`src/hdl/sfr_pkg.sv`:
```
/*
 * Constants, command table and carrier types for the serial flash
 * fast-read engine.
 * Assumes it is compiled before every file that imports it.
 */
package sfr_pkg;

   // ***************************************************************
   //  read opcodes
   // ***************************************************************
   localparam logic [7:0] OP_FAST      = 8'h0B; // single lane fast read
   localparam logic [7:0] OP_DUAL_OUT  = 8'h3B; // dual output
   localparam logic [7:0] OP_QUAD_OUT  = 8'h6B; // quad output
   localparam logic [7:0] OP_DUAL_IO   = 8'hBB; // dual address and data
   localparam logic [7:0] OP_QUAD_IO   = 8'hEB; // quad address and data
   localparam logic [7:0] OP_WORD_QUAD = 8'hE7; // word quad i/o

   // ***************************************************************
   //  phase lengths, in serial clocks or bits
   // ***************************************************************
   localparam logic [4:0] OPCODE_CLKS   = 5'h08; // opcode is one byte on one lane
   localparam logic [4:0] ADDR_BITS     = 5'h18; // 24 address bits
   localparam logic [4:0] MODE_BITS     = 5'h08; // continuation mode byte
   localparam logic [3:0] FAST_DUMMY    = 4'h8;  // dummy clocks of output-only reads
   localparam logic [3:0] QUAD_IO_DUMMY = 4'h4; // dummy clocks after quad i/o mode
   localparam logic [3:0] WORD_DUMMY    = 4'h2;  // dummy clocks after word quad mode
   localparam logic [3:0] NO_DUMMY      = 4'h0;  // dual i/o goes straight to data

   // ***************************************************************
   //  field values
   // ***************************************************************
   localparam logic [1:0] CONT_KEEP      = 2'h2;  // select pair value that skips opcode
   localparam logic [7:0] WRAP_BASE_LEN  = 8'h08; // shortest wrap section in bytes
   localparam int         WRAP_DIS_POS   = 0;     // disable bit inside the wrap setting
   localparam logic [3:0] OE_N_OFF       = 4'hF;  // every lane released
   localparam logic [3:0] OE_N_SINGLE    = 4'hD;  // only lane one driven
   localparam logic [3:0] OE_N_DUAL      = 4'hC;  // lanes zero and one driven
   localparam logic [3:0] OE_N_QUAD      = 4'h0;  // all four lanes driven
   localparam int         MEM_LATENCY    = 1;     // read data arrive one cycle after rd
   localparam logic [5:0] PIN_IDLE       = 6'h10; // link clock low, select high, lanes low

   // ***************************************************************
   //  carrier types
   // ***************************************************************
   typedef struct packed {
      logic       valid;    // opcode is a supported read
      logic [2:0] addr_w;   // lanes used for address and mode
      logic [2:0] data_w;   // lanes used for data
      logic       has_mode; // mode byte follows the address
      logic [3:0] dummy;    // dummy clocks before data
      logic       needs_qe; // refused unless quad lanes are enabled
      logic       wrap_ok;  // burst wrap applies
   } sfr_cmd_s;

   typedef struct packed {
      logic        rd;   // one-cycle read strobe
      logic [23:0] addr; // byte address
   } sfr_mem_req_s;

   // decode one opcode byte into its command shape
   function automatic sfr_cmd_s sfr_decode(input logic [7:0] op);
      sfr_cmd_s c;
      c = '0;
      case (op)
         OP_FAST:      c = '{1'b1, 3'h1, 3'h1, 1'b0, FAST_DUMMY, 1'b0, 1'b0};
         OP_DUAL_OUT:  c = '{1'b1, 3'h1, 3'h2, 1'b0, FAST_DUMMY, 1'b0, 1'b0};
         OP_QUAD_OUT:  c = '{1'b1, 3'h1, 3'h4, 1'b0, FAST_DUMMY, 1'b1, 1'b0};
         OP_DUAL_IO:   c = '{1'b1, 3'h2, 3'h2, 1'b1, NO_DUMMY, 1'b0, 1'b0};
         OP_QUAD_IO:   c = '{1'b1, 3'h4, 3'h4, 1'b1, QUAD_IO_DUMMY, 1'b1, 1'b1};
         OP_WORD_QUAD: c = '{1'b1, 3'h4, 3'h4, 1'b1, WORD_DUMMY, 1'b1, 1'b1};
         default:      c = '0;
      endcase
      return c;
   endfunction

endpackage

```
`src/hdl/sfr_sync.sv`:
```
/*
 * Two-stage synchroniser for a bundle of asynchronous pins.
 * Assumes each bit is independent; no bundle coherence is promised.
 */
`timescale 1ns/1ps
`default_nettype none

module sfr_sync #(
   parameter int               WIDTH   = 1,
   parameter logic [WIDTH-1:0] RST_VAL = '0
) (
   // clock and reset
   input  wire logic             clk,
   input  wire logic             resetn,
   // pins in, synchronised levels out
   input  wire logic [WIDTH-1:0] async_in,
   output logic      [WIDTH-1:0] sync_out
);

   logic [WIDTH-1:0] meta_q; // first stage, read only by the second

   // two flops; reset parks both at the pins' idle levels so that no
   // false select or edge is seen in the first cycles after reset
   always_ff @(posedge clk) begin
      if (!resetn) begin
         meta_q   <= RST_VAL;
         sync_out <= RST_VAL;
      end else begin
         meta_q   <= async_in;
         sync_out <= meta_q;
      end
   end

endmodule
`default_nettype wire

```
`src/hdl/sfr_wrap.sv`:
```
/*
 * Next read address with optional burst wrap inside a 256-byte page.
 * Assumes the caller tells it whether the current command may wrap.
 */
`timescale 1ns/1ps
`default_nettype none

module sfr_wrap (
   // current address and setting
   input  wire logic [23:0] addr,
   input  wire logic [2:0]  wrap_setting,
   input  wire logic        wrap_ok,
   // following address
   output logic      [23:0] next_addr
);
   import sfr_pkg::*;

   logic [7:0] mask;   // low bits that move inside a section
   logic [7:0] low_up; // low byte plus one
   logic       wrap_on;

   // length field picks 8, 16, 32 or 64 bytes; disable bit turns it off
   always_comb begin
      mask    = 8'((WRAP_BASE_LEN << wrap_setting[2:1]) - 8'h01);
      low_up  = 8'(addr[7:0] + 8'h01);
      wrap_on = wrap_ok && !wrap_setting[WRAP_DIS_POS];
      if (wrap_on) begin
         next_addr = {addr[23:8], (addr[7:0] & ~mask) | (low_up & mask)};
      end else begin
         next_addr = 24'(addr + 24'h000001);
      end
   end

endmodule
`default_nettype wire

```
`src/hdl/sfr_fast_read.sv`:
```
/*
 * Fast-read command engine of a serial NOR flash: single, dual and quad
 * output reads, dual and quad i/o reads with continuation mode, and
 * burst wrap for quad i/o reads.
 * Assumes the serial clock is slow enough (>= 4 system clocks per
 * phase) to be sampled, and a byte memory that answers one cycle after
 * its read strobe.
 */
// What this block does
// RQ1: 0Bh: serial address, eight dummies, then data
// RQ2: host ignores output during dummy clocks
// RQ3: 3Bh: serial address, eight dummies, two-lane data
// RQ4: host releases lane zero before dual data
// RQ5: 6Bh: four-lane data, only with quad enable
// RQ6: host releases shared lanes before data
// RQ7: BBh: address and data on two lanes
// RQ8: mode byte follows address; upper nibble matters
// RQ9: BBh with pair 10 skips next opcode
// RQ10: other pair value restores full opcode decoding
// RQ11: reset command clears retained continuation state
// RQ12: EBh: four-lane address, four dummies, data
// RQ13: EBh accepted only with quad enable
// RQ14: EBh with pair 10 repeats without opcode
// RQ15: wrap stays inside aligned section until deselect
// RQ16: wrap disable bit and length field steer
// RQ17: E7h: even address, two dummy clocks; the code takes an odd address as given
// RQ18: E7h accepted only with quad enable
// RQ19: E7h with pair 10 repeats without opcode
// RQ20: word quad reads wrap like quad reads
// RQ21: ones for eight/sixteen clocks end continuation
// RQ22: length codes 8..64 bytes; disable bit off
// RQ23: address increments after each byte, MSB first
// RQ24: read ignored while a write cycle runs
// RQ25: highest lane carries highest remaining bit
// RQ26: deselect ends read and releases lanes
`timescale 1ns/1ps
`default_nettype none

module sfr_fast_read (
   // system clock and reset
   input  wire logic                  clk,
   input  wire logic                  resetn,
   // serial link pins
   input  wire logic                  spi_clk,
   input  wire logic                  chip_sel_n,
   input  wire logic [3:0]            lane_in,
   output logic      [3:0]            lane_out,
   output logic      [3:0]            lane_oe_n,
   // configuration and device state
   input  wire logic                  quad_lane_enable_bit,
   input  wire logic [2:0]            burst_wrap_setting,
   input  wire logic                  write_busy,
   // byte memory
   output sfr_pkg::sfr_mem_req_s      mem_req,
   input  wire logic [7:0]            mem_rdata,
   // status
   output logic                       continuation_active,
   output logic                       read_streaming
);
   import sfr_pkg::*;

   // ***************************************************************
   //  pin sampling
   // ***************************************************************
   typedef enum logic [2:0] {ST_IDLE, ST_OPCODE, ST_ADDR, ST_MODE, ST_DUMMY, ST_DATA,
                             ST_IGNORE} sfr_state_e;

   logic       sclk_s;    // synchronised serial clock
   logic       cs_n_s;    // synchronised chip select
   logic [3:0] lane_s;    // synchronised lanes
   logic       sclk_d_q;  // previous serial clock level
   logic       rise;      // host samples-to-device edge
   logic       fall;      // device launch edge

   sfr_sync #(.WIDTH(6), .RST_VAL(PIN_IDLE)) u_sync (
      .clk      (clk),
      .resetn   (resetn),
      .async_in ({spi_clk, chip_sel_n, lane_in}),
      .sync_out ({sclk_s, cs_n_s, lane_s})
   );

   // edge finder works on the second stage only
   always_ff @(posedge clk) begin
      if (!resetn) begin
         sclk_d_q <= 1'b0;
      end else begin
         sclk_d_q <= sclk_s;
      end
   end
   assign rise = sclk_s & ~sclk_d_q;
   assign fall = ~sclk_s & sclk_d_q;

   // ***************************************************************
   //  command shape and phase lengths
   // ***************************************************************
   sfr_state_e  state_q;     // frame phase
   logic [4:0]  cnt_q;       // clocks seen in the current phase
   logic [31:0] sh_q;        // collected opcode, address and mode bits
   logic [31:0] sh_in;       // collector after this edge
   logic [7:0]  op_q;        // opcode of the current or retained command
   sfr_cmd_s    cmd;         // shape of op_q
   sfr_cmd_s    dec_in;      // shape of the opcode being received
   logic [2:0]  in_w;        // lanes sampled in this phase
   logic [4:0]  phase_len;   // clocks in this phase
   logic        last;        // final clock of this phase
   logic        cont_q;      // next frame skips the opcode
   logic        wrap_on;     // wrap in force for this read

   assign cmd    = sfr_decode(op_q);
   assign dec_in = sfr_decode(sh_in[7:0]);
   assign in_w   = (state_q == ST_OPCODE) ? 3'h1 : cmd.addr_w;

   // new bits enter at the bottom; the highest lane is the highest bit
   always_comb begin
      case (in_w)
         3'h1:    sh_in = {sh_q[30:0], lane_s[0]}; // serial input pin is lane zero
         3'h2:    sh_in = {sh_q[29:0], lane_s[1:0]}; // RQ7
         default: sh_in = {sh_q[27:0], lane_s[3:0]}; // RQ12
      endcase
   end

   // address and mode clocks follow the lane count of the command
   always_comb begin
      case (state_q)
         ST_OPCODE: phase_len = OPCODE_CLKS;
         ST_ADDR:   phase_len = 5'(ADDR_BITS / in_w);
         ST_MODE:   phase_len = 5'(MODE_BITS / in_w); // RQ8
         ST_DUMMY:  phase_len = {1'b0, cmd.dummy};
         default:   phase_len = 5'h1F;
      endcase
   end
   assign last = rise && (cnt_q == 5'(phase_len - 5'h01));

   // ***************************************************************
   //  frame sequencer
   // ***************************************************************
   // deselect wins over everything but reset and returns the frame to idle
   always_ff @(posedge clk) begin
      if (!resetn) begin
         state_q <= ST_IDLE;
         cnt_q   <= 5'h00;
      end else if (cs_n_s) begin
         state_q <= ST_IDLE; // RQ26
         cnt_q   <= 5'h00;
      end else begin
         if (rise) begin
            cnt_q <= last ? 5'h00 : 5'(cnt_q + 5'h01);
         end
         case (state_q)
            ST_IDLE: begin
               cnt_q <= 5'h00;
               if (cont_q) begin
                  // a retained command starts straight at its address
                  state_q <= write_busy ? ST_IGNORE : ST_ADDR; // RQ9 RQ14 RQ19 RQ24
               end else begin
                  state_q <= ST_OPCODE; // RQ10
               end
            end
            ST_OPCODE: begin
               if (last) begin
                  if (write_busy || !dec_in.valid) begin
                     state_q <= ST_IGNORE; // RQ24
                  end else if (dec_in.needs_qe && !quad_lane_enable_bit) begin
                     state_q <= ST_IGNORE; // RQ5 RQ13 RQ18
                  end else begin
                     state_q <= ST_ADDR;
                  end
               end
            end
            ST_ADDR: begin
               if (last) begin
                  if (cmd.has_mode) begin
                     state_q <= ST_MODE; // RQ8
                  end else begin
                     state_q <= ST_DUMMY; // RQ1 RQ3
                  end
               end
            end
            ST_MODE: begin
               if (last) begin
                  state_q <= (cmd.dummy != NO_DUMMY) ? ST_DUMMY : ST_DATA; // RQ7 RQ12 RQ17
               end
            end
            ST_DUMMY: begin
               // nothing is driven here, the host must not read it
               if (last) begin
                  state_q <= ST_DATA; // RQ2
               end
            end
            default: begin
               state_q <= state_q; // data and ignore run until deselect
            end
         endcase
      end
   end

   // collector and opcode capture
   always_ff @(posedge clk) begin
      if (!resetn) begin
         sh_q <= 32'h00000000;
         op_q <= 8'h00;
      end else if (state_q == ST_IDLE) begin
         sh_q <= 32'h00000000;
      end else if (rise && (state_q == ST_OPCODE || state_q == ST_ADDR || state_q == ST_MODE)) begin
         sh_q <= sh_in;
         if (state_q == ST_OPCODE && last) begin
            op_q <= sh_in[7:0];
         end
      end
   end

   // ***************************************************************
   //  continuation mode
   // ***************************************************************
   // only the select pair counts; a byte of ones also ends the mode,
   // which is how the reset command works in either lane width
   always_ff @(posedge clk) begin
      if (!resetn) begin
         cont_q <= 1'b0;
      end else if (!cs_n_s && state_q == ST_MODE && last) begin
         cont_q <= (sh_in[5:4] == CONT_KEEP); // RQ9 RQ10 RQ11 RQ14 RQ19 RQ21
      end
   end
   assign continuation_active = cont_q;

   // ***************************************************************
   //  memory fetch and address advance
   // ***************************************************************
   logic [23:0] addr_q;    // address of the byte in nxt_q
   logic [23:0] next_addr; // following address, wrapped if enabled
   logic        rd_q;      // read strobe
   logic        pend_q;    // read data due this cycle
   logic [7:0]  nxt_q;     // prefetched byte
   logic [7:0]  so_q;      // byte being shifted out
   logic [2:0]  pos_q;     // bits of so_q already sent
   logic [7:0]  out_word;  // byte that supplies this edge
   logic [3:0]  dout;      // lanes for this edge
   logic [3:0]  doe_n;     // lane enables for this edge
   logic [3:0]  pos_sum;   // position after this edge
   logic        take;      // falling edge that starts a new byte

   assign wrap_on = cmd.wrap_ok && !burst_wrap_setting[WRAP_DIS_POS];
   assign take    = fall && !cs_n_s && (state_q == ST_DATA) && (pos_q == 3'h0);

   sfr_wrap u_wrap (
      .addr         (addr_q),
      .wrap_setting (burst_wrap_setting), // RQ16 RQ22
      .wrap_ok      (cmd.wrap_ok),        // RQ15 RQ20
      .next_addr    (next_addr)
   );

   // fetch the start byte as soon as the address is known, then one
   // byte ahead of the shifter so no edge waits on the memory
   always_ff @(posedge clk) begin
      if (!resetn) begin
         addr_q <= 24'h000000;
         rd_q   <= 1'b0;
         pend_q <= 1'b0;
         nxt_q  <= 8'h00;
      end else begin
         rd_q   <= 1'b0;
         pend_q <= rd_q;
         if (pend_q) begin
            nxt_q <= mem_rdata;
         end
         if (!cs_n_s && state_q == ST_ADDR && last) begin
            addr_q <= sh_in[23:0]; // RQ1
            rd_q   <= 1'b1;
         end else if (take) begin
            addr_q <= next_addr; // RQ23
            rd_q   <= 1'b1;
         end
      end
   end
   assign mem_req = '{rd: rd_q, addr: addr_q};

   // ***************************************************************
   //  data shifter
   // ***************************************************************
   assign out_word = (pos_q == 3'h0) ? nxt_q : so_q;
   assign pos_sum  = 4'({1'b0, pos_q} + {1'b0, cmd.data_w});

   // most significant remaining bits go out, top lane highest
   always_comb begin
      case (cmd.data_w)
         3'h1: begin
            dout  = {2'h0, out_word[7], 1'b0}; // RQ1
            doe_n = OE_N_SINGLE;
         end
         3'h2: begin
            dout  = {2'h0, out_word[7:6]}; // RQ3 RQ7 RQ25
            doe_n = OE_N_DUAL;
         end
         default: begin
            dout  = out_word[7:4]; // RQ5 RQ12 RQ25
            doe_n = OE_N_QUAD;
         end
      endcase
   end

   // lanes change only on falling edges; deselect releases them at once
   always_ff @(posedge clk) begin
      if (!resetn || cs_n_s || state_q != ST_DATA) begin
         lane_out  <= 4'h0;
         lane_oe_n <= OE_N_OFF; // RQ26
         so_q      <= 8'h00;
         pos_q     <= 3'h0;
      end else if (fall) begin
         lane_out  <= dout;
         lane_oe_n <= doe_n;
         so_q      <= 8'(out_word << cmd.data_w); // RQ23
         pos_q     <= (pos_sum == 4'h8) ? 3'h0 : pos_sum[2:0];
      end
   end
   assign read_streaming = (state_q == ST_DATA);

   // ***************************************************************
   //  checks
   // ***************************************************************
   logic [4:0] dum_seen_q; // dummy clocks counted in this frame

   always_ff @(posedge clk) begin
      if (!resetn || state_q == ST_IDLE) begin
         dum_seen_q <= 5'h00;
      end else if (rise && state_q == ST_DUMMY) begin
         dum_seen_q <= 5'(dum_seen_q + 5'h01);
      end
   end
endmodule
`default_nettype wire

```
`config.mk`:
```
export PLATFORM = sky130hd
export DESIGN_NAME = sfr_fast_read
export DESIGN_NICKNAME = d
export VERILOG_FILES = /design/src/hdl/sfr_pkg.sv /design/src/hdl/sfr_sync.sv /design/src/hdl/sfr_wrap.sv /design/src/hdl/sfr_fast_read.sv
export SDC_FILE = /design/constraint.sdc
export NUM_CORES = 1
export LEC_CHECK = 0
export ABC_AREA = 1
export BUFFER_PORTS_ARGS = -buffer_cell sky130_fd_sc_hd__buf_4
export CORE_MARGIN = 3
export CORE_UTILIZATION = 45
export DETAILED_ROUTE_END_ITERATION = 16
export PLACE_DENSITY = 0.65
export SETUP_SLACK_MARGIN = 0.05
export SLEW_MARGIN = 30
export SYNTH_ARGS = -nofsm -noshare
export SYNTH_HDL_FRONTEND = slang
export SYNTH_SLANG_ARGS = --single-unit
```
`constraint.sdc`:
```
create_clock -name clk -period 6.45 [get_ports clk]
set_input_delay 1.29 -clock clk [delete_from_list [all_inputs] [get_ports clk]]
set_output_delay 1.29 -clock clk [all_outputs]
set_load 0.05 [all_outputs]
```
---- Word-level counts from Yosys, hierarchy flattened ----
Cells that the tools add are included.
storage, ports and cells
  input port bits ......................... 21
  flip-flop bits (word level) ............. 106
  output and inout port bits .............. 35
  logic and storage cells ................. 126
cells by class
  equality and inequality tests ........... 30
  shift-type cells ........................ 2
  reduce and logical (&&, ||, !) cells .... 33
  $add $sub $neg .......................... 6
  bitwise gates (word level) .............. 10
  mux-type cells .......................... 26
  divide/modulo/power cells ............... 2
operator list
  cell                     count
  $pmux W14 S6             1
  $pmux W13 S6             1
  $mux W24                 3
  $eq A8 B8 Y1 const B     6
  $pmux W24 S2             1
  $mux W3                  11
  $add A24 B1 Y24 const B  1
  $pmux W5 S4              1
  $and A8 B8 Y8            2
  $eq A8 B4 Y1 const B     2
  $eq A8 B6 Y1 const B     2
  $eq A8 B7 Y1 const B     2
  $pmux W4 S2              2
  $pmux W3 S5              1
  $eq A3 B2 Y1 const B     4
  $logic_and A1 B1 Y1      12
  $ne A2 B2 Y1 const B     5
  $eq A3 B1 Y1 const B     3
  $add A8 B1 Y8 const B    1
  $mux W8                  1
  $not A8 Y8               1
  $or A8 B8 Y8             1
  $shl A4 B2 Y8 const A    1
  $shl A8 B3 Y8            1
  other kinds (26)         43

---- Logic depth before layout (Yosys ltp) ----
  depth in word-level cells ............... 12
  gate-level depth with buffers ........... 52
  depth with buffers taken out ............ 49

---- By module ----
A second synthesis with hierarchy kept.
second synthesis, totals
  cell total of the unflattened synthesis .. 1016
  area, all modules ....................... 6756.5 µm²
by module, submodules not included
  module         area each (µm²)  instances  cells each  seq. area each (µm²)
  sfr_fast_read  5616.6           1          820         1861.8
  sfr_wrap       798.3            1          159         0.0
  sfr_sync       341.6            1          37          240.2

---- Worst setup path after synthesis ----
Ideal clock, no wire load.
  path type ............................... register to register
  from .................................... register op_q[2]
  to ...................................... register addr_q[1]
  clock period less this slack ............ 6.221 ns
  required time ........................... 6.331 ns
  setup slack ............................. 0.229 ns
  arrival ................................. 6.102 ns
  library setup time ...................... 0.119 ns
  path buffers ............................ 3
  stages on the path, launching flop included .. 51
  cells stage by stage .................... dfxtp_1 inv_1 nand2_1 nor2_4 nand2_1 nand4_2 buf_4 ha_1 inv_1 nand4_1 nand2_1 ha_1 nor2_1 a21oi_1 nand3b_4 nand2_1 inv_1 ha_1 [15 not listed] a21oi_1 nand3_1 nand2_1 and2_1 ha_1 xnor2_1 nor2_1 nand3_1 nor2_1 nand2_1 nor2_2 nand3_1 buf_4 buf_6 nand3_1 nand2_1 nor2_1 nor2_1
on the way
  cells in the longest elaborated chain, start to end .. 10
  elaborated cells on any way between the ends .. 23
  those cells by class .................... add/sub: 1; div: 2; eq/ne: 9; mux: 7; reduce/logical: 4
RTL lines
  item                                            RTL line                                    RTL
  start: declaration                              sfr_fast_read.sv:100                        logic [7:0] op_q;
  start signal: assignment                        sfr_fast_read.sv:207                        op_q <= sh_in[7:0];
  $eq A8 B8 Y1 (tied with other cells)            sfr_pkg.sv:64                               case (op)
  $pmux W13 S6 *                                  sfr_pkg.sv:64
  $mux W3                                         sfr_fast_read.sv:111                        assign in_w = (state_q == ST_OPCODE) ? 3'h1 : cmd.addr_w;
  $div A5 B3 Y5 or $div A4 B3 Y5 (tied branches)  sfr_fast_read.sv:126, sfr_fast_read.sv:127
  $pmux W5 S4                                     sfr_fast_read.sv:124                        case (state_q)
  $sub A5 B1 Y5                                   sfr_fast_read.sv:132                        assign last = rise && (cnt_q == 5'(phase_len - 5'h01));
  $eq A5 B5 Y1                                    sfr_fast_read.sv:132
  $logic_and A1 B1 Y1                             sfr_fast_read.sv:132
  $logic_and A1 B1 Y1                             sfr_fast_read.sv:266                        if (!cs_n_s && state_q == ST_ADDR && last) begin
  $mux W24 or $reduce_bool A2 Y1 (tied branches)  -
  end signal: assignment                          sfr_fast_read.sv:267                        addr_q <= sh_in[23:0];
  end signal: assignment                          sfr_fast_read.sv:270                        addr_q <= next_addr;
  end: declaration                                sfr_fast_read.sv:229                        logic [23:0] addr_q;
Mark *: on every way between the ends. The rest lies on a longest branch, timed or not. The select of a mux whose other input is x is not followed.
A chain may end at the register's enable or synchronous reset.

==> run_results.csv <==
group,metric,value,unit
clock_network,cts_buffers,9,
die,die_w,127,um
setup_path,crit_arrival,6.52,ns
timing,fin_tns_setup,0,ns
clock_network,htree_num_levels,3,
global_route,busiest_layer,"met2",
global_route,grt_pass1_wl,27.9,mm
synthesis,ys.flop_type,"dfxtp_1",
layout,antenna_cells,0,
die,dieArea,16200,um2
min_path,hold_class,"flip-flop to flip-flop",
synthesis,synth.most_common_cell,"nand2_1",
setup_path,slowest_delay,0.51,ns
global_route,grt_util_met1,0.281,
global_route,grt_max_degree,52,
die,die_h,127,um
layout,multi_input_area,3930,um2
timing,rsz0062_at_grt,"yes",
global_route,gr-usage-all-layers,0.207,
power,powerDensity,164,nW/um2
placement,io_buffers,55,
die,io_pins,56,
layout,drive_above_1_share,0.191,
clock_network,clkLatencyLatePin,0.36,ns
timing,finalCritPeriodShare,0.971,
timing,hold_viol,0,
synthesis,synth_area_leaders,"dfxtp_1 (32%), nand2_1 (12%), inv_1 (8.7%), nor2_1 (7.7%), a21oi_1 (4.6%)",
clock_network,cts_tree,"done",
timing,setup_viol,0,
placement,gp_routability_congestion,0.865,
detailed_routing,via_count,6561,
setup_path,slowest_stage,"dfxtp_1",
layout,nFillCells,1407,
layout,ff_latch_area,2120,um2
die,start_util,0.468,
synthesis,async_flop_share,0,
power,p_leak,3.78,nW
detailed_routing,antenna_left,0,
die,rows,43,
global_route,antenna_found_initial,0,
die,core,14100,um2
synthesis,yosysSeqAreaShare,0.319,
timing,finalClockSkew,0.00764,ns
detailed_routing,wire_per_inst,13.7,um
clock_network,clockBufferDepth,2,
timing,fin_crit,6.27,ns
synthesis,netlist_top_cells_count,"nand2_1 (219), inv_1 (153), nor2_1 (135), dfxtp_1 (105), a21oi_1 (61)",
synthesis,avgSynthCellArea,6.51,um2
placement,pre_cts_ws,-0.0784,ns
synthesis,syn_area,6600,um2
setup_path,crit_path_end_kind,"flip-flop",
layout,nets,1112,
global_route,grt_pass1_vias,5815,
synthesis,yosysTopAreaCellShare,0.319,
placement,hpwl,12.0,mm
layout,syn_to_final_growth,21.1,%
layout,final_core_util,0.567,
global_route,gr-usage-met3,0.0343,
clock_network,clkTransAtPathRegs,0.08,ns
synthesis,ys_types,52,
detailed_routing,totalWireLength,17.3,mm
setup_path,critical_path_required,6.70,ns
timing,drv_slew,0,
detailed_routing,drt-pass1-iter-count,4,
synthesis,syn_inst,1014,
global_route,grt_overflow,0,
detailed_routing,viasPerCell,5.20,
power,ir_drop,206,uV
global_route,grt_use_met2,0.342,
synthesis,ys_warn_count,0,
clock_network,cts_sinks,105,
detailed_routing,first_iter_violations,502,
synthesis,yosys.area.top_type,"dfxtp_1",
synthesis,synth_edf_count,0,
detailed_routing,drc,0,
run_status,status,"complete, no violations",
clock_network,clockRootBuffer,"clkbuf_16",
timing,slew_headroom,0.395,
timing,tightest_slew,0.900,ns
setup_path,critPathMaxFanout,7,
setup_path,crit_type,"flip-flop to flip-flop",
synthesis,synth-seq-cells,105,
timing,fmax,160,MHz
setup_path,crit_path_start_kind,"flip-flop",
flow_run,max_cap_viol_count,0,
synthesis,synth_fp_nets,1050,
timing,fin_ws,0.184,ns
## cell type report
class                      instances  area share
sequential                       105       0.265
multi-input combinational        706       0.492
timing repair buffer              91      0.0974
clock buffer                       9      0.0282
inverter                         163      0.0770
tap                              180      0.0282
clock inverter                     7      0.0122
## metrics by stage
stage	total power, mW	hold WS, ns	cells	instance area (um2)
floorplan	0.707	0.390	1014	6600
global placement	0.727	0.394	1227	7160
detailed placement	0.727	0.395	1227	7170
CTS	1.32	0.414	1248	7600
global route	1.36	0.434	1261	7990
finish	1.31	0.413	1261	7990
## power breakdown
part           internal, mW  switching (mW)  leakage (nW)
clock network         0.312           0.277         0.156
registers             0.650         0.00229         0.853
logic                0.0289          0.0406          2.77
total                 0.991           0.320          3.78
## routing by layer
layer  routed length [um]  vias to the layer above
li1                     -                     3406
met1                 7960                     3001
met2                 8410                      134
met3                  622                       20
met4                  296                        0
met5                    0                        -
## repair_timing
item | CTS | global route
endpoints found under the setup margin | 26 | 42
setup buffers | 4 | 11
cloned | 1 | 2
hold endpoints to repair | 0 | 0
hold buffers | 0 | 0
gates resized for setup | 12 | 61
pin swaps | 1 | 40
## path summary, 6_finish.rpt
path,start,end,slack (ns),cells after the start
worst max-delay path,state_q[0],flip-flop,0.18,43
worst min register to register,u_sync.meta_q[0],u_sync.sync_out[0],0.41,2
worst max register to register,state_q[0],flip-flop,0.18,43
worst min-delay path,u_sync.meta_q[0],u_sync.sync_out[0],0.41,2
## flip-flops by register name (all words and copies together) (netlist names), 5 cells and up, named ones only
signal and count:
sh_q 23, addr_q 19, nxt_q 8, op_q 8, so_q 8, u_sync.meta_q 6
u_sync.sync_out 6, cnt_q 5
## logic make-up after synthesis
family                     count (synthesis)  share of synthesized area
and+or+nand+nor                          493                      0.340
buffers and inverters                    203                      0.125
xor gates and xnor gates                  14                     0.0186
muxes                                      7                     0.0106
DFF                                      105                      0.319
AOI/OAI and AO/OA                        177                      0.158
adders and majority gates                 15                     0.0296
## placed cells by master, fill, tap and decap left out, drive strengths merged, types with 5 or more instances in the layout
cell	instances
buf	89
nor3	25
nand2	229
o21ai	70
or2	7
xor2	8
xnor2	6
mux2i	7
clkbuf	11
nand4	32
inv	163
o211ai	8
nand3	47
ha	14
o221ai	19
clkinv	5
nand3b	5
dfxtp	105
nor2	145
a21oi	62
## worst max-delay path, delay by kind of cell, from the launching register on
family                   cells  cell delay, ns
AO/OA/AOI/OAI                6            0.71
XOR/XNOR                     1            0.12
adder cells (fa/ha/maj)      6            1.45
buffers and inverters        7            0.70
flip-flops                   1            0.51
AND/OR/NAND/NOR             23            2.66
(Power assumes the default switching activity.)
